### src/cmx_map.svh
`ifndef CMX_MAP_SVH
`define CMX_MAP_SVH

`define CMX_OFF_CMD    12'h000
`define CMX_OFF_ACC1   12'h004
`define CMX_OFF_ACC2   12'h008
`define CMX_OFF_INDEX  12'h00C
`define CMX_OFF_STATUS 12'h010
`define CMX_OFF_RESULT 12'h014
`define CMX_OFF_PMAP_A 12'h100
`define CMX_OFF_PMAP_B 12'h180
`define CMX_PMAP_MASK  12'hF80

`define CMX_STAT_PROT  11
`define CMX_STAT_USER  12
`define CMX_PTR_DIR    15
`define CMX_MAP_LAST   5'h1F
`define CMX_MAP_STEP   16'h0020
`define CMX_STATUS_RST 16'h0000

`define CMX_RES_BUSY   0
`define CMX_RES_DONE   1
`define CMX_RES_VIOL   2
`define CMX_RES_INTR   3

`endif

### src/cmx_pkg.sv
package cmx_pkg;

  typedef enum logic [3:0] {
    CMX_NOP,
    CMX_MOVE_BYTES_FROM_ALT,
    CMX_MOVE_BYTES_INTO_ALT,
    CMX_MOVE_BYTES_WITHIN_ALT,
    CMX_MOVE_WORDS_FROM_ALT,
    CMX_MOVE_WORDS_INTO_ALT,
    CMX_MOVE_WORDS_WITHIN_ALT,
    CMX_PORT_A_MAP_XFER_ACC1,
    CMX_PORT_A_MAP_XFER_ACC2,
    CMX_PORT_B_MAP_XFER_ACC1,
    CMX_PORT_B_MAP_XFER_ACC2,
    CMX_READ_STATUS_TO_ACC1,
    CMX_READ_STATUS_TO_ACC2
  } cmx_cmd_t;

  typedef enum logic [1:0] {
    CMX_MAP_SYS,
    CMX_MAP_USER,
    CMX_MAP_PORT_A,
    CMX_MAP_PORT_B
  } cmx_map_t;

  typedef enum logic [2:0] {
    CMX_S_IDLE,
    CMX_S_CHECK,
    CMX_S_RD_SRC,
    CMX_S_RD_DST,
    CMX_S_WR_DST,
    CMX_S_MAP
  } cmx_state_t;

  typedef struct packed {
    logic        req;
    logic        we;
    cmx_map_t    map;
    logic [14:0] addr;
    logic [15:0] wdata;
  } cmx_mem_req_t;

  typedef struct packed {
    logic        ack;
    logic [15:0] rdata;
    logic        rd_viol;
    logic        wr_viol;
  } cmx_mem_rsp_t;

endpackage

### src/cmx_xfer_engine.sv
// Added by the designer: the address map and the AHB-Lite interface to the registers.
`timescale 1ns/1ps
`include "cmx_map.svh"

module cmx_xfer_engine (
  input  wire logic                  clk_sys,         // 40 MHz clock
  input  wire logic                  rst_n,           // Async reset
  input  wire logic                  hsel,            // AHB select
  input  wire logic [31:0]           haddr,           // AHB address
  input  wire logic [1:0]            htrans,          // AHB transfer type
  input  wire logic                  hwrite,          // AHB write
  input  wire logic [2:0]            hsize,           // AHB size
  input  wire logic                  hready,          // AHB ready in
  input  wire logic [31:0]           hwdata,          // AHB write data
  output logic                       hreadyout,       // AHB ready out
  output logic                       hresp,           // AHB response
  output logic [31:0]                hrdata,          // AHB read data
  output cmx_pkg::cmx_mem_req_t      mem_req_o,       // Memory request
  input  wire cmx_pkg::cmx_mem_rsp_t mem_rsp_i,       // Memory answer
  input  wire logic                  port_ctrl_cycle, // Port ctrl access
  input  wire logic                  intr_pend,       // Pending interrupt
  output logic                       prot_viol        // Fault pulse
);

  cmx_pkg::cmx_state_t   state_q;
  cmx_pkg::cmx_cmd_t     cmd_q;
  cmx_pkg::cmx_mem_req_t mem_q;
  logic [15:0]           acc1_q;
  logic [15:0]           acc2_q;
  logic [15:0]           idx_q;
  logic [15:0]           status_q;
  logic [15:0]           src_q;
  logic [15:0]           pmap_a_q [32];
  logic [15:0]           pmap_b_q [32];
  logic [4:0]            mi_q;
  logic [3:0]            res_q;
  logic                  viol_q;
  logic                  wr_q;
  logic [11:0]           wa_q;
  logic                  hready_q;
  logic [31:0]           hrdata_q;

  logic                  is_byte;
  logic                  is_word;
  logic                  is_map;
  logic                  src_alt;
  logic                  dst_alt;
  logic                  use_acc2;
  logic                  port_b;
  logic                  prot;
  logic                  rd_bad;
  logic                  wr_bad;
  logic                  byte_last;
  logic                  start;
  logic [15:0]           ptr;
  logic [15:0]           step;
  logic [15:0]           idx_nxt;
  logic [15:0]           map_word;
  logic [14:0]           src_wa;
  logic [14:0]           dst_wa;
  cmx_pkg::cmx_map_t     en_map;
  cmx_pkg::cmx_map_t     alt_map;
  cmx_pkg::cmx_map_t     src_map;
  cmx_pkg::cmx_map_t     dst_map;
  logic [31:0]           rd_mux;

  assign is_byte = cmd_q == cmx_pkg::CMX_MOVE_BYTES_FROM_ALT
                || cmd_q == cmx_pkg::CMX_MOVE_BYTES_INTO_ALT
                || cmd_q == cmx_pkg::CMX_MOVE_BYTES_WITHIN_ALT;
  assign is_word = cmd_q == cmx_pkg::CMX_MOVE_WORDS_FROM_ALT
                || cmd_q == cmx_pkg::CMX_MOVE_WORDS_INTO_ALT
                || cmd_q == cmx_pkg::CMX_MOVE_WORDS_WITHIN_ALT;
  assign is_map  = cmd_q == cmx_pkg::CMX_PORT_A_MAP_XFER_ACC1
                || cmd_q == cmx_pkg::CMX_PORT_A_MAP_XFER_ACC2
                || cmd_q == cmx_pkg::CMX_PORT_B_MAP_XFER_ACC1
                || cmd_q == cmx_pkg::CMX_PORT_B_MAP_XFER_ACC2;
  assign src_alt = cmd_q == cmx_pkg::CMX_MOVE_BYTES_FROM_ALT
                || cmd_q == cmx_pkg::CMX_MOVE_BYTES_WITHIN_ALT
                || cmd_q == cmx_pkg::CMX_MOVE_WORDS_FROM_ALT
                || cmd_q == cmx_pkg::CMX_MOVE_WORDS_WITHIN_ALT;
  assign dst_alt = cmd_q == cmx_pkg::CMX_MOVE_BYTES_INTO_ALT
                || cmd_q == cmx_pkg::CMX_MOVE_BYTES_WITHIN_ALT
                || cmd_q == cmx_pkg::CMX_MOVE_WORDS_INTO_ALT
                || cmd_q == cmx_pkg::CMX_MOVE_WORDS_WITHIN_ALT;
  assign use_acc2 = cmd_q == cmx_pkg::CMX_PORT_A_MAP_XFER_ACC2
                 || cmd_q == cmx_pkg::CMX_PORT_B_MAP_XFER_ACC2;
  assign port_b   = cmd_q == cmx_pkg::CMX_PORT_B_MAP_XFER_ACC1
                 || cmd_q == cmx_pkg::CMX_PORT_B_MAP_XFER_ACC2;
  assign prot     = status_q[`CMX_STAT_PROT];

  // Alternate map is the one not currently selected
  assign en_map  = status_q[`CMX_STAT_USER] ? cmx_pkg::CMX_MAP_USER
                                            : cmx_pkg::CMX_MAP_SYS;
  assign alt_map = status_q[`CMX_STAT_USER] ? cmx_pkg::CMX_MAP_SYS
                                            : cmx_pkg::CMX_MAP_USER;
  assign src_map = src_alt ? alt_map : en_map;
  assign dst_map = dst_alt ? alt_map : en_map;

  // Port controller cycles never raise a memory fault; the protected-mode check can still fault
  assign rd_bad = mem_rsp_i.ack && mem_rsp_i.rd_viol
               && !port_ctrl_cycle;
  assign wr_bad = mem_rsp_i.ack && mem_rsp_i.wr_viol
               && !port_ctrl_cycle;

  assign byte_last = is_byte && idx_q == 16'h0001;
  assign step      = (is_byte && !byte_last) ? 16'h0002 : 16'h0001;
  assign idx_nxt   = idx_q - step;
  assign src_wa    = is_byte ? acc1_q[15:1] : acc1_q[14:0];
  assign dst_wa    = is_byte ? acc2_q[15:1] : acc2_q[14:0];
  assign ptr       = use_acc2 ? acc2_q : acc1_q;
  // First store word is entry 0 even after an aborted transfer
  assign map_word  = port_b ? pmap_b_q[0] : pmap_a_q[0];
  assign start     = wr_q && wa_q == `CMX_OFF_CMD
                  && state_q == cmx_pkg::CMX_S_IDLE;

  // Bus address phase, zero wait states
  always_ff @(posedge clk_sys or negedge rst_n)
  begin
    if (!rst_n)
    begin
      wr_q     <= 1'b0;
      wa_q     <= 12'h000;
      hready_q <= 1'b0;
    end
    else
    begin
      hready_q <= 1'b1;
      wr_q     <= hsel && hready && htrans[1] && hwrite;
      if (hsel && hready && htrans[1])
        wa_q <= haddr[11:0];
    end
  end

  always_comb
  begin
    rd_mux = 32'h0000_0000;
    if ((haddr[11:0] & `CMX_PMAP_MASK) == `CMX_OFF_PMAP_A)
      rd_mux = {16'h0000, pmap_a_q[haddr[6:2]]};
    else if ((haddr[11:0] & `CMX_PMAP_MASK) == `CMX_OFF_PMAP_B)
      rd_mux = {16'h0000, pmap_b_q[haddr[6:2]]};
    else if (haddr[11:0] == `CMX_OFF_CMD)
      rd_mux = {28'h0000000, cmd_q};
    else if (haddr[11:0] == `CMX_OFF_ACC1)
      rd_mux = {16'h0000, acc1_q};
    else if (haddr[11:0] == `CMX_OFF_ACC2)
      rd_mux = {16'h0000, acc2_q};
    else if (haddr[11:0] == `CMX_OFF_INDEX)
      rd_mux = {16'h0000, idx_q};
    else if (haddr[11:0] == `CMX_OFF_STATUS)
      rd_mux = {16'h0000, status_q};
    else if (haddr[11:0] == `CMX_OFF_RESULT)
      rd_mux = {28'h0000000, res_q};
  end

  always_ff @(posedge clk_sys or negedge rst_n)
  begin
    if (!rst_n)
      hrdata_q <= 32'h0000_0000;
    else if (hsel && hready && htrans[1] && !hwrite)
      hrdata_q <= rd_mux;
  end

  // Move and map transfer engine with its working registers
  always_ff @(posedge clk_sys or negedge rst_n)
  begin
    if (!rst_n)
    begin
      state_q  <= cmx_pkg::CMX_S_IDLE;
      cmd_q    <= cmx_pkg::CMX_NOP;
      mem_q    <= '0;
      acc1_q   <= 16'h0000;
      acc2_q   <= 16'h0000;
      idx_q    <= 16'h0000;
      status_q <= `CMX_STATUS_RST;
      src_q    <= 16'h0000;
      mi_q     <= 5'h00;
      res_q    <= 4'h0;
      viol_q   <= 1'b0;
      for (int i = 0; i < 32; i++)
      begin
        pmap_a_q[i] <= 16'h0000;
        pmap_b_q[i] <= 16'h0000;
      end
    end
    else
    begin
      viol_q <= 1'b0;
      case (state_q)
        cmx_pkg::CMX_S_IDLE:
        begin
          // Working registers only writable while idle
          if (wr_q && wa_q == `CMX_OFF_ACC1)
            acc1_q <= hwdata[15:0];
          if (wr_q && wa_q == `CMX_OFF_ACC2)
            acc2_q <= hwdata[15:0];
          if (wr_q && wa_q == `CMX_OFF_INDEX)
            idx_q <= hwdata[15:0];
          if (wr_q && wa_q == `CMX_OFF_STATUS)
            status_q <= hwdata[15:0];
          if (start)
          begin
            cmd_q   <= cmx_pkg::cmx_cmd_t'(hwdata[3:0]);
            res_q   <= 4'h1;
            state_q <= cmx_pkg::CMX_S_CHECK;
          end
        end
        cmx_pkg::CMX_S_CHECK:
        begin
          mi_q <= 5'h00;
          if (cmd_q == cmx_pkg::CMX_READ_STATUS_TO_ACC1)
          begin
            acc1_q  <= status_q;
            res_q   <= 4'h2;
            state_q <= cmx_pkg::CMX_S_IDLE;
          end
          else if (cmd_q == cmx_pkg::CMX_READ_STATUS_TO_ACC2)
          begin
            acc2_q  <= status_q;
            res_q   <= 4'h2;
            state_q <= cmx_pkg::CMX_S_IDLE;
          end
          else if (prot && ((is_byte || is_word) && dst_alt
                   || is_map && !ptr[`CMX_PTR_DIR]))
          begin
            viol_q  <= 1'b1;
            res_q   <= 4'h6;
            state_q <= cmx_pkg::CMX_S_IDLE;
          end
          else if ((is_byte || is_word) && idx_q == 16'h0000)
          begin
            res_q   <= 4'h2;
            state_q <= cmx_pkg::CMX_S_IDLE;
          end
          else if (is_byte || is_word)
          begin
            mem_q   <= '{1'b1, 1'b0, src_map, src_wa, 16'h0000};
            state_q <= cmx_pkg::CMX_S_RD_SRC;
          end
          else if (is_map)
          begin
            mem_q   <= '{1'b1, ptr[`CMX_PTR_DIR], en_map,
                        ptr[14:0], map_word};
            state_q <= cmx_pkg::CMX_S_MAP;
          end
          else
          begin
            res_q   <= 4'h2;
            state_q <= cmx_pkg::CMX_S_IDLE;
          end
        end
        cmx_pkg::CMX_S_RD_SRC:
        begin
          if (mem_rsp_i.ack)
          begin
            mem_q.req <= 1'b0;
            src_q     <= mem_rsp_i.rdata;
            if (rd_bad)
            begin
              viol_q  <= 1'b1;
              res_q   <= 4'h6;
              state_q <= cmx_pkg::CMX_S_IDLE;
            end
            else if (byte_last)
            begin
              mem_q   <= '{1'b1, 1'b0, dst_map, dst_wa, 16'h0000};
              state_q <= cmx_pkg::CMX_S_RD_DST;
            end
            else
            begin
              mem_q   <= '{1'b1, 1'b1, dst_map, dst_wa, mem_rsp_i.rdata};
              state_q <= cmx_pkg::CMX_S_WR_DST;
            end
          end
        end
        cmx_pkg::CMX_S_RD_DST:
        begin
          if (mem_rsp_i.ack)
          begin
            mem_q.req <= 1'b0;
            if (rd_bad)
            begin
              viol_q  <= 1'b1;
              res_q   <= 4'h6;
              state_q <= cmx_pkg::CMX_S_IDLE;
            end
            else
            begin
              mem_q   <= '{1'b1, 1'b1, dst_map, dst_wa,
                          {src_q[15:8], mem_rsp_i.rdata[7:0]}};
              state_q <= cmx_pkg::CMX_S_WR_DST;
            end
          end
        end
        cmx_pkg::CMX_S_WR_DST:
        begin
          if (mem_rsp_i.ack)
          begin
            mem_q.req <= 1'b0;
            if (wr_bad)
            begin
              viol_q  <= 1'b1;
              res_q   <= 4'h6;
              state_q <= cmx_pkg::CMX_S_IDLE;
            end
            else
            begin
              acc1_q <= acc1_q + step;
              acc2_q <= acc2_q + step;
              idx_q  <= idx_nxt;
              if (idx_nxt == 16'h0000)
              begin
                res_q   <= 4'h2;
                state_q <= cmx_pkg::CMX_S_IDLE;
              end
              else if (intr_pend)
              begin
                // Byte steps are byte pairs, so this stop is even
                res_q   <= 4'h8;
                state_q <= cmx_pkg::CMX_S_IDLE;
              end
              else
              begin
                mem_q   <= '{1'b1, 1'b0, src_map,
                            is_byte ? acc1_q[15:1] + 15'h0001
                                    : acc1_q[14:0] + 15'h0001,
                            16'h0000};
                state_q <= cmx_pkg::CMX_S_RD_SRC;
              end
            end
          end
        end
        cmx_pkg::CMX_S_MAP:
        begin
          if (mem_rsp_i.ack)
          begin
            mem_q.req <= 1'b0;
            if (mem_q.we ? wr_bad : rd_bad)
            begin
              viol_q  <= 1'b1;
              res_q   <= 4'h6;
              state_q <= cmx_pkg::CMX_S_IDLE;
            end
            else
            begin
              if (!mem_q.we && port_b)
                pmap_b_q[mi_q] <= mem_rsp_i.rdata;
              if (!mem_q.we && !port_b)
                pmap_a_q[mi_q] <= mem_rsp_i.rdata;
              mi_q <= mi_q + 5'h01;
              if (mi_q == `CMX_MAP_LAST)
              begin
                if (use_acc2)
                  acc2_q <= acc2_q + `CMX_MAP_STEP;
                else
                  acc1_q <= acc1_q + `CMX_MAP_STEP;
                res_q   <= 4'h2;
                state_q <= cmx_pkg::CMX_S_IDLE;
              end
              else
              begin
                mem_q <= '{1'b1, mem_q.we, en_map,
                          mem_q.addr + 15'h0001,
                          port_b ? pmap_b_q[mi_q + 5'h01]
                                 : pmap_a_q[mi_q + 5'h01]};
              end
            end
          end
        end
        default:
          state_q <= cmx_pkg::CMX_S_IDLE;
      endcase
    end
  end

  assign hreadyout = hready_q;
  assign hresp     = 1'b0;
  assign hrdata    = hrdata_q;
  assign mem_req_o = mem_q;
  assign prot_viol = viol_q;

  a_zero_count_nop: assert property (@(posedge clk_sys) disable iff (!rst_n)
    state_q == cmx_pkg::CMX_S_CHECK && (is_byte || is_word) && !dst_alt
    && idx_q == 16'h0000 |=> state_q == cmx_pkg::CMX_S_IDLE
    && !mem_q.req && res_q == 4'h2)
    else $error("zero count did not finish as no-operation");

  a_prot_into_fault: assert property (@(posedge clk_sys) disable iff (!rst_n)
    state_q == cmx_pkg::CMX_S_CHECK && prot && dst_alt
    |=> prot_viol && !mem_q.req ##1 !prot_viol)
    else $error("protected into or within move was not refused");

  a_map_load_fault: assert property (@(posedge clk_sys) disable iff (!rst_n)
    state_q == cmx_pkg::CMX_S_CHECK && prot && is_map
    && !ptr[`CMX_PTR_DIR] |=> prot_viol && !mem_q.req)
    else $error("protected map load was not refused");

  a_map_ptr_step: assert property (@(posedge clk_sys) disable iff (!rst_n)
    state_q == cmx_pkg::CMX_S_MAP && mem_rsp_i.ack && !viol_q
    && mi_q == `CMX_MAP_LAST && !(mem_q.we ? wr_bad : rd_bad) && !use_acc2
    |=> acc1_q == $past(acc1_q) + `CMX_MAP_STEP)
    else $error("map pointer not advanced by 32");

  a_byte_intr_even: assert property (@(posedge clk_sys) disable iff (!rst_n)
    $rose(res_q[`CMX_RES_INTR]) && is_byte && !byte_last
    |-> acc1_q[0] == $past(acc1_q[0]) && idx_q != 16'h0000)
    else $error("byte move stopped on an odd byte");

  a_done_count_zero: assert property (@(posedge clk_sys) disable iff (!rst_n)
    state_q == cmx_pkg::CMX_S_WR_DST && mem_rsp_i.ack && !wr_bad
    && idx_nxt == 16'h0000 |=> idx_q == 16'h0000
    && state_q == cmx_pkg::CMX_S_IDLE)
    else $error("completed move left a nonzero count");

  a_status_copy: assert property (@(posedge clk_sys) disable iff (!rst_n)
    state_q == cmx_pkg::CMX_S_CHECK
    && cmd_q == cmx_pkg::CMX_READ_STATUS_TO_ACC2
    |=> acc2_q == status_q && $stable(status_q))
    else $error("status copy wrong or status altered");

  a_src_alt_map: assert property (@(posedge clk_sys) disable iff (!rst_n)
    state_q == cmx_pkg::CMX_S_RD_SRC && mem_q.req && src_alt
    |-> mem_q.map == alt_map && mem_q.map != en_map)
    else $error("source not read through alternate map");

  a_dst_en_map: assert property (@(posedge clk_sys) disable iff (!rst_n)
    state_q == cmx_pkg::CMX_S_WR_DST && mem_q.req && !dst_alt
    |-> mem_q.map == en_map && mem_q.we)
    else $error("destination not written through enabled map");

  a_bypass_port: assert property (@(posedge clk_sys) disable iff (!rst_n)
    port_ctrl_cycle && state_q != cmx_pkg::CMX_S_CHECK |=> !prot_viol)
    else $error("port controller access raised a fault");

endmodule

### config.mk
export PLATFORM = sky130hd
export DESIGN_NAME = cmx_xfer_engine
export DESIGN_NICKNAME = d
export VERILOG_FILES = /design/src/cmx_pkg.sv /design/src/cmx_xfer_engine.sv
export VERILOG_INCLUDE_DIRS = /design/src
export SDC_FILE = /design/constraint.sdc
export NUM_CORES = 2
export LEC_CHECK = 0
export BUFFER_PORTS_ARGS = -buffer_cell sky130_fd_sc_hd__buf_2
export CAP_MARGIN = 20
export CORE_ASPECT_RATIO = 0.8
export CORE_UTILIZATION = 46
export CTS_CLUSTER_DIAMETER = 30
export DETAILED_ROUTE_END_ITERATION = 8
export PLACE_DENSITY = 0.76
export SLEW_MARGIN = 20
export SYNTH_ARGS = -nofsm -noshare
export SYNTH_HDL_FRONTEND = slang
export SYNTH_SLANG_ARGS = --single-unit
### constraint.sdc
create_clock -name clk_sys -period 4.55 [get_ports clk_sys]
set_input_delay 0.91 -clock clk_sys [delete_from_list [all_inputs] [get_ports clk_sys]]
set_output_delay 0.91 -clock clk_sys [all_outputs]
set_load 0.01 [all_outputs]
Yosys cells after proc, flatten, opt, wreduce, memory -nomap -nowiden
Cells that the tools add are included.
{"block": "totals", "register_bits": 1202, "in_bits": 95, "wordCells": 362}
{"block": "op_classes", "addsub": 9, "order_cmp": 4, "n_eq_ne": 61, "mux": 128, "bitwise_logic": 5, "n_reduce_logical": 72}
{"op": "bitwise mux 512 bit", "n": 2}
{"op": "2-to-1 mux 35 bit", "n": 17}
{"op": "2-to-1 mux 16 bit", "n": 37}
{"op": "binary-select mux 16 bit (select 5 bit)", "n": 4}
{"op": "case mux 35 bit (5 select lines)", "n": 1}
{"op": "case mux 16 bit (4 select lines)", "n": 2}
{"op": "demux 16 bit (select 5 bit)", "n": 1}
{"op": "2-to-1 mux 4 bit", "n": 17}
{"op": "2-to-1 mux 32 bit", "n": 2}
{"op": "equality test 12 x 4 -> 1 bit, second input constant", "n": 4}
{"op": "2-to-1 mux 3 bit", "n": 16}
{"op": "adder 15 x 1 -> 15 bit, second input constant", "n": 3}
{"op": "2-to-1 mux 15 bit", "n": 3}
{"op": "!= test 2 bit, second input constant", "n": 21}
{"op": "equality test 12 x 5 -> 1 bit, second input constant", "n": 3}
{"op": "2-to-1 mux 34 bit", "n": 1}
{"op": "adder 16 x 2 -> 16 bit", "n": 2}
{"op": "adder 16 x 6 -> 16 bit, second input constant", "n": 2}
{"op": "logical NOT 16 bit", "n": 2}
{"op": "case mux 16 bit (2 select lines)", "n": 1}
{"op": "AND reduction 10 bit", "n": 3}
{"op": "equality test 12 x 3 -> 1 bit, second input constant", "n": 2}
{"op": "logical NOT 12 bit", "n": 2}
{"op": "logical AND 1 bit", "n": 23}
{"op": "other kinds (41)", "n": 108}

Depth between registers and ports, before layout
{"block": "logic_depth", "word_depth": 13, "mapped_depth": 20}

Least setup slack after synthesis
OpenSTA, ideal clock, no wires.
{"block": "synth_path", "path_kind": "reg-to-reg", "from": "register mi_q[0]", "to": "register mem_q (netlist bit mem_req_o[15])", "setup_ns": 0.142, "arrival_ns": 4.525, "slack_ns": -0.116, "path_stages_with_launch": 16, "period_less_slack_ns": 4.666, "path_cell_list": "dfrtp_1 clkbuf_1 buf_2 buf_1 inv_2 clkbuf_1 ha_1 clkbuf_1 buf_1 clkbuf_1 clkbuf_1 mux4_2 nand2_1 nand3_1 a31oi_1 a31oi_1"}
{"block": "synth_via", "elab_chain_len": 10}
{"item": "start, declared", "line_no": "cmx_xfer_engine.sv:35", "source": "logic [4:0] mi_q;"}
{"item": "start signal, assigned", "line_no": "cmx_xfer_engine.sv:349", "source": "mi_q <= mi_q + 5'h01;"}
{"item": "adder 5 x 1 -> 5 bit", "line_no": "cmx_xfer_engine.sv:363, cmx_xfer_engine.sv:364"}
{"item": "inverter 5 -> 6 bit (not written as such)", "line_no": "cmx_xfer_engine.sv:363, cmx_xfer_engine.sv:364"}
{"item": "binary-select mux 16 bit (select 5 bit), on equally long branches", "line_no": "cmx_xfer_engine.sv:364, cmx_xfer_engine.sv:363"}
{"item": "2-to-1 mux 16 bit, on equally long branches (2 in series)", "line_no": "cmx_xfer_engine.sv:364, cmx_xfer_engine.sv:363"}
{"item": "2-to-1 mux 16 bit", "line_no": "cmx_xfer_engine.sv:363", "source": "port_b ? pmap_b_q[mi_q + 5'h01]"}
{"item": "2-to-1 mux 35 bit", "line_no": "cmx_xfer_engine.sv:350", "source": "if (mi_q == `CMX_MAP_LAST)"}
{"item": "2-to-1 mux 35 bit", "line_no": "cmx_xfer_engine.sv:337", "source": "if (mem_q.we ? wr_bad : rd_bad)"}
{"item": "2-to-1 mux 35 bit", "line_no": "cmx_xfer_engine.sv:334", "source": "if (mem_rsp_i.ack)"}
{"item": "case mux 35 bit (5 select lines)", "line_no": "cmx_xfer_engine.sv:188", "source": "case (state_q)"}
{"item": "end signal, assigned", "line_no": "cmx_xfer_engine.sv:236", "source": "mem_q <= '{1'b1, 1'b0, src_map, src_wa, 16'h0000};"}
{"item": "end signal, assigned", "line_no": "cmx_xfer_engine.sv:323", "source": "mem_q <= '{1'b1, 1'b0, src_map,"}
{"item": "end signal, assigned", "line_no": "cmx_xfer_engine.sv:361", "source": "mem_q <= '{1'b1, mem_q.we, en_map,"}
{"item": "end, declared", "line_no": "cmx_xfer_engine.sv:27", "source": "cmx_pkg::cmx_mem_req_t mem_q;"}
Parallel ways exist; a longest one is shown, timed or not. The select of a mux whose other input is x is not followed.
A chain may end at the register's enable or synchronous reset.

Final worst setup path
{"block": "layout_path", "from": "register idx_q[7]", "to": "register res_q[1]"}
{"block": "layout_via", "elab_chain_len": 11}
{"item": "start, declared", "line_no": "cmx_xfer_engine.sv:30", "source": "logic [15:0] idx_q;"}
{"item": "start signal, assigned", "line_no": "cmx_xfer_engine.sv:197", "source": "idx_q <= hwdata[15:0];"}
{"item": "start signal, assigned", "line_no": "cmx_xfer_engine.sv:309", "source": "idx_q <= idx_nxt;"}
{"item": "equality test 16 x 1 -> 1 bit", "line_no": "cmx_xfer_engine.sv:105", "source": "assign byte_last = is_byte && idx_q == 16'h0001;"}
{"item": "logical AND 1 bit", "line_no": "cmx_xfer_engine.sv:105"}
{"item": "logical NOT 1 bit", "line_no": "cmx_xfer_engine.sv:106", "source": "assign step = (is_byte && !byte_last) ? 16'h0002 : 16'h0001;"}
{"item": "logical AND 1 bit", "line_no": "cmx_xfer_engine.sv:106"}
{"item": "2-to-1 mux 2 bit", "line_no": "cmx_xfer_engine.sv:106"}
{"item": "subtractor 16 x 2 -> 16 bit", "line_no": "cmx_xfer_engine.sv:107", "source": "assign idx_nxt = idx_q - step;"}
{"item": "logical NOT 16 bit", "line_no": "cmx_xfer_engine.sv:310", "source": "if (idx_nxt == 16'h0000)"}
{"item": "2-to-1 mux 4 bit", "line_no": "cmx_xfer_engine.sv:310"}
{"item": "2-to-1 mux 4 bit", "line_no": "cmx_xfer_engine.sv:299", "source": "if (wr_bad)"}
{"item": "2-to-1 mux 4 bit", "line_no": "cmx_xfer_engine.sv:296", "source": "if (mem_rsp_i.ack)"}
{"item": "case mux 4 bit (5 select lines)", "line_no": "cmx_xfer_engine.sv:188"}
{"item": "end signal, assigned", "line_no": "cmx_xfer_engine.sv:302", "source": "res_q <= 4'h6;"}
{"item": "end signal, assigned", "line_no": "cmx_xfer_engine.sv:312", "source": "res_q <= 4'h2;"}
{"item": "end signal, assigned", "line_no": "cmx_xfer_engine.sv:318", "source": "res_q <= 4'h8;"}
{"item": "end, declared", "line_no": "cmx_xfer_engine.sv:36", "source": "logic [3:0] res_q;"}
Parallel ways exist; a longest one is shown, timed or not. The select of a mux whose other input is x is not followed.

==> flow_summary.yaml <==
clock_tree:
  insertion_delay_ns: 0.84
  cts_made_buffers: 196
  tritoncts: "yes"
  clock_sink_count: 1177
  cts_buffer_depth: 3
  clock_tree.htree_level_count: 4
  worst_setup_hold_path_clk_slew_ns: 0.06
  cts_root_buffer: "sky130_fd_sc_hd__clkbuf_16"
logic_synthesis:
  synthTopCellsByCount: "sky130_fd_sc_hd__dfrtp_1 (1177), sky130_fd_sc_hd__mux2_2 (1072), sky130_fd_sc_hd__mux4_2 (574), sky130_fd_sc_hd__nand2_1 (410), sky130_fd_sc_hd__clkbuf_1 (363)"
  synthMostInstantiatedCell: "sky130_fd_sc_hd__dfrtp_1"
  synth-edff-count: 0
  yosysWarningCount: 0
  post_synth_main_area_contributors: "sky130_fd_sc_hd__dfrtp_1 (45%), sky130_fd_sc_hd__mux4_2 (20%), sky130_fd_sc_hd__mux2_2 (19%), sky130_fd_sc_hd__nand2_1 (2.4%), sky130_fd_sc_hd__clkbuf_1 (2.1%)"
  synthesized_flop_and_latch_total: 1177
  synth_seq_area_share_pct: 45.2
  synth.avg_cell_area_um2: 13.4
  yosysTopAreaCell: "sky130_fd_sc_hd__dfrtp_1"
  yosysTopAreaCellShare_pct: 45.2
  post_synth_top_flop: "sky130_fd_sc_hd__dfrtp_1"
  asyncSetResetFlopFracSynth_pct: 100
  synth.lib_cells_used.distinct: 81
  netlist_instances: 4869
  syn-cell-area_mm2: 0.0652
floorplan:
  die_width_um: 423
  rows: 123
  fp.dieH_um: 339
  initial_utilization_pct: 46.4
  area_of_the_placeable_core_mm2: 0.141
  num_io_pins: 165
  design.die.area_mm2: 0.143
finish:
  final_layout_size_suffix_gt1_share_pct: 46.5
  num-fill-cells: 11100
  area_delta_synth_final_pct: 16.1
  final_nets: 5071
  final_core_util_pct: 53.8
  post_layout_nonfiller_instances: 7006
route:
  wl_mm: 216
  detail_route.vias_per_cell: 6.86
  first_iter_violations: 6483
  wl_cell_um: 30.8
  firstDrtPassIters: 8
  antenna_violating_nets_post_route: 0
  num_vias: 48000
  detail_route.drc_violations: 0
sta:
  totalNegativeSetupSlack_ns: 0
  rsz0062_at_grt: "no"
  layout_min_cycle_time_ns: 4.30
  min_period_over_period_pct: 94.5
  hold_viol_final: 0
  worstMarginPinSlew_ns: 1.21
  fmaxAchievable_ghz: 0.233
  drv_slew: 0
  timing.clock.skew_ns: 0.0500
  maxSlewHeadroom_pct: 18.9
  final_setup_viols: 0
setup_path:
  timing.reg2reg.setup_slack_ns: 0.25
  end_kind: "flip-flop"
  critical-path-slowest-cell: "sky130_fd_sc_hd__fa_1"
  timing.critical_path.cells: "nor4_1, nand4_1, nor2_1, nor2_1, inv_1, ha_1, inv_1, fa_1, nor4_1, and4_1, nand3_1, nor3_1, a21boi_2, and2_4, a211oi_4, mux2_4"
  rr_worst_depth: 16
  timing_worst_setup_path_type: "flip-flop to flip-flop"
  timing.critical_path.arrival_ns: 4.99
  setup.worst_path.start_class: "flip-flop"
  crit-reg2reg-capture: "res_q[1]"
  worst_ep_required_time_ns: 5.24
  critical_path.reg2reg.startpoint: "idx_q[7]"
  cp_max_fo: 13
  critPathMaxStageDelay_ns: 0.50
hold_path:
  hp-class: "input port to async pin"
pwr:
  power.static_leakage_uw: 0.0341
  peak_supply_drop_v: 0.000413
  internal_power_uw: 24800
  reg_power_share_pct: 33.4
  power_density_mw_per_mm2: 492
  power.share.clock_pct: 42.0
  switching_share_pct: 33.5
  power.combinational.fraction_pct: 24.6
  netSwitchingPower_uw: 12500
global_routing:
  first_pass_grt_wire_length_mm: 322
  antenna_violations_before_repair: 10
  grt_remaining_overflow: 0
  grt_max_degree: 127
  number_of_global_route_vias_before_repair: 48200
  grt.total_usage_pct: 30.1
placed_design:
  gp_congestion: 0.984
  placed_cells: 6635
  port_buffers: 106
  dp_hpwl_mm: 140
status:
  outcome: "finished, final reports clean"
job:
  max_cap_violations: 0
-- layer usage --
metal  vias up  share of wire (%)  global-route usage (%)
met2      3588                 44                    43.1
met3       680                 14                    11.6
met1     24900                 37                    39.4
met4         8                5.5                    15.7
li1      18900                  -                       -
met5         -              0.026                       0
-- power groups by stage --
stage / clock network [uW] / registers (uW) / logic (uW)
2_1_floorplan: 0 / 12000 / 5920
3_3_place_gp: 0 / 12500 / 8770
3_5_place_dp: 0 / 12500 / 8880
4_1_cts: 15800 / 12400 / 8940
5_1_grt: 16300 / 12500 / 9650
6_report: 15600 / 12400 / 9150
-- cells in the final DEF (no fill, tap or decap), types with 21 or more instances in the layout --
| master | n |
|---|---|
| sky130_fd_sc_hd__nand3_1 | 79 |
| sky130_fd_sc_hd__nand4_1 | 22 |
| sky130_fd_sc_hd__buf_4 | 222 |
| sky130_fd_sc_hd__inv_1 | 28 |
| sky130_fd_sc_hd__nor3_1 | 31 |
| sky130_fd_sc_hd__nand2_1 | 410 |
| sky130_fd_sc_hd__mux2_2 | 1072 |
| sky130_fd_sc_hd__inv_6 | 21 |
| sky130_fd_sc_hd__a31oi_1 | 66 |
| sky130_fd_sc_hd__o21ai_0 | 101 |
| sky130_fd_sc_hd__clkbuf_16 | 197 |
| sky130_fd_sc_hd__bufinv_16 | 24 |
| sky130_fd_sc_hd__mux4_2 | 574 |
| sky130_fd_sc_hd__buf_12 | 34 |
| sky130_fd_sc_hd__nor2_1 | 160 |
| sky130_fd_sc_hd__o22ai_1 | 22 |
| sky130_fd_sc_hd__a22oi_1 | 63 |
| sky130_fd_sc_hd__clkbuf_8 | 26 |
| sky130_fd_sc_hd__buf_2 | 101 |
| sky130_fd_sc_hd__mux2i_1 | 53 |
| sky130_fd_sc_hd__dfrtp_1 | 1176 |
| sky130_fd_sc_hd__a21oi_1 | 142 |
| sky130_fd_sc_hd__clkinv_2 | 27 |
| sky130_fd_sc_hd__clkinvlp_4 | 26 |
-- sequential cells by signal (all words and copies together) (netlist names), 4 cells and up --
name,count
pmap_b_q,512
pmap_a_q,512
idx_q,16
acc1_q,16
hrdata,16
status_q,16
src_q,8
cmd_q,4
res_q,4
acc2_q,16
wa_q,12
mi_q,5
mem_req_o,34
-- worst max path at each step --
stage | startpoint | end | cells after the start
floorplan | cmd_q[1] | res_q[1] | 17
global placement | idx_q[7] | mem_req_o[6] | 16
detailed placement | idx_q[7] | res_q[1] | 16
CTS | idx_q[7] | res_q[1] | 16
global route | idx_q[7] | res_q[1] | 16
finish | idx_q[7] | res_q[1] | 16
-- worst max-delay path: cells and delay by family, from the launching register on --
| family | cells | cell delay (ns) |
|---|---|---|
| DFF | 1 | 0.37 |
| buffers and inverters | 2 | 0.17 |
| muxes | 1 | 0.33 |
| and+or+nand+nor | 9 | 2.07 |
| AOI/OAI and AO/OA | 2 | 0.56 |
| adders and majority gates | 2 | 0.67 |
-- final cells by class --
type | instances | area (um2) | area share (%)
Tap cell | 1875 | 2350 | 3.10
Multi-Input combinational cell | 3193 | 33800 | 44.7
Clock buffer | 241 | 5360 | 7.07
Clock inverter | 125 | 1690 | 2.23
Inverter | 29 | 109 | 0.144
Sequential cell | 1177 | 29500 | 38.9
Antenna cell | 5 | 12.5 | 0.0165
Timing Repair Buffer | 361 | 2910 | 3.84
-- through the flow --
stage | total power (uW) | hold WS (ns) | cell area [um2] | worst slack [ns]
after global routing | 38400 | 0.0534 | 75700 | 0.0332
after floorplan | 17900 | 0.480 | 65300 | 0.0729
after detailed placement | 21400 | 0.496 | 68700 | 0.349
after global placement | 21200 | 0.488 | 68700 | 0.348
final | 37200 | 0.0580 | 75700 | 0.250
after CTS | 37100 | 0.0168 | 75700 | 0.317
-- what timing repair did --
| item | in CTS | in global routing |
|---|---|---|
| resized for setup | 0 | 1 |
| buffers inserted | 0 | 0 |
| setup endpoints to repair | 0 | 16 |
| hold endpoints to repair | 0 | 0 |
| hold buffers | 0 | 0 |
-- kinds of logic (layout without fill, tap and decap cells) --
group	count (synthesis)	count (layout)	share of synthesized area, %
buffers and inverters	516	756	3.14
adder cells (fa/ha/maj)	18	18	0.380
other	2	24	0.0115
AND/OR/NAND/NOR	828	828	5.61
multiplexers	1701	1701	39.2
flip-flops	1177	1177	45.2
XOR/XNOR	31	31	0.416
AO/OA/AOI/OAI	596	596	6.07
(Power assumes the default switching activity.)
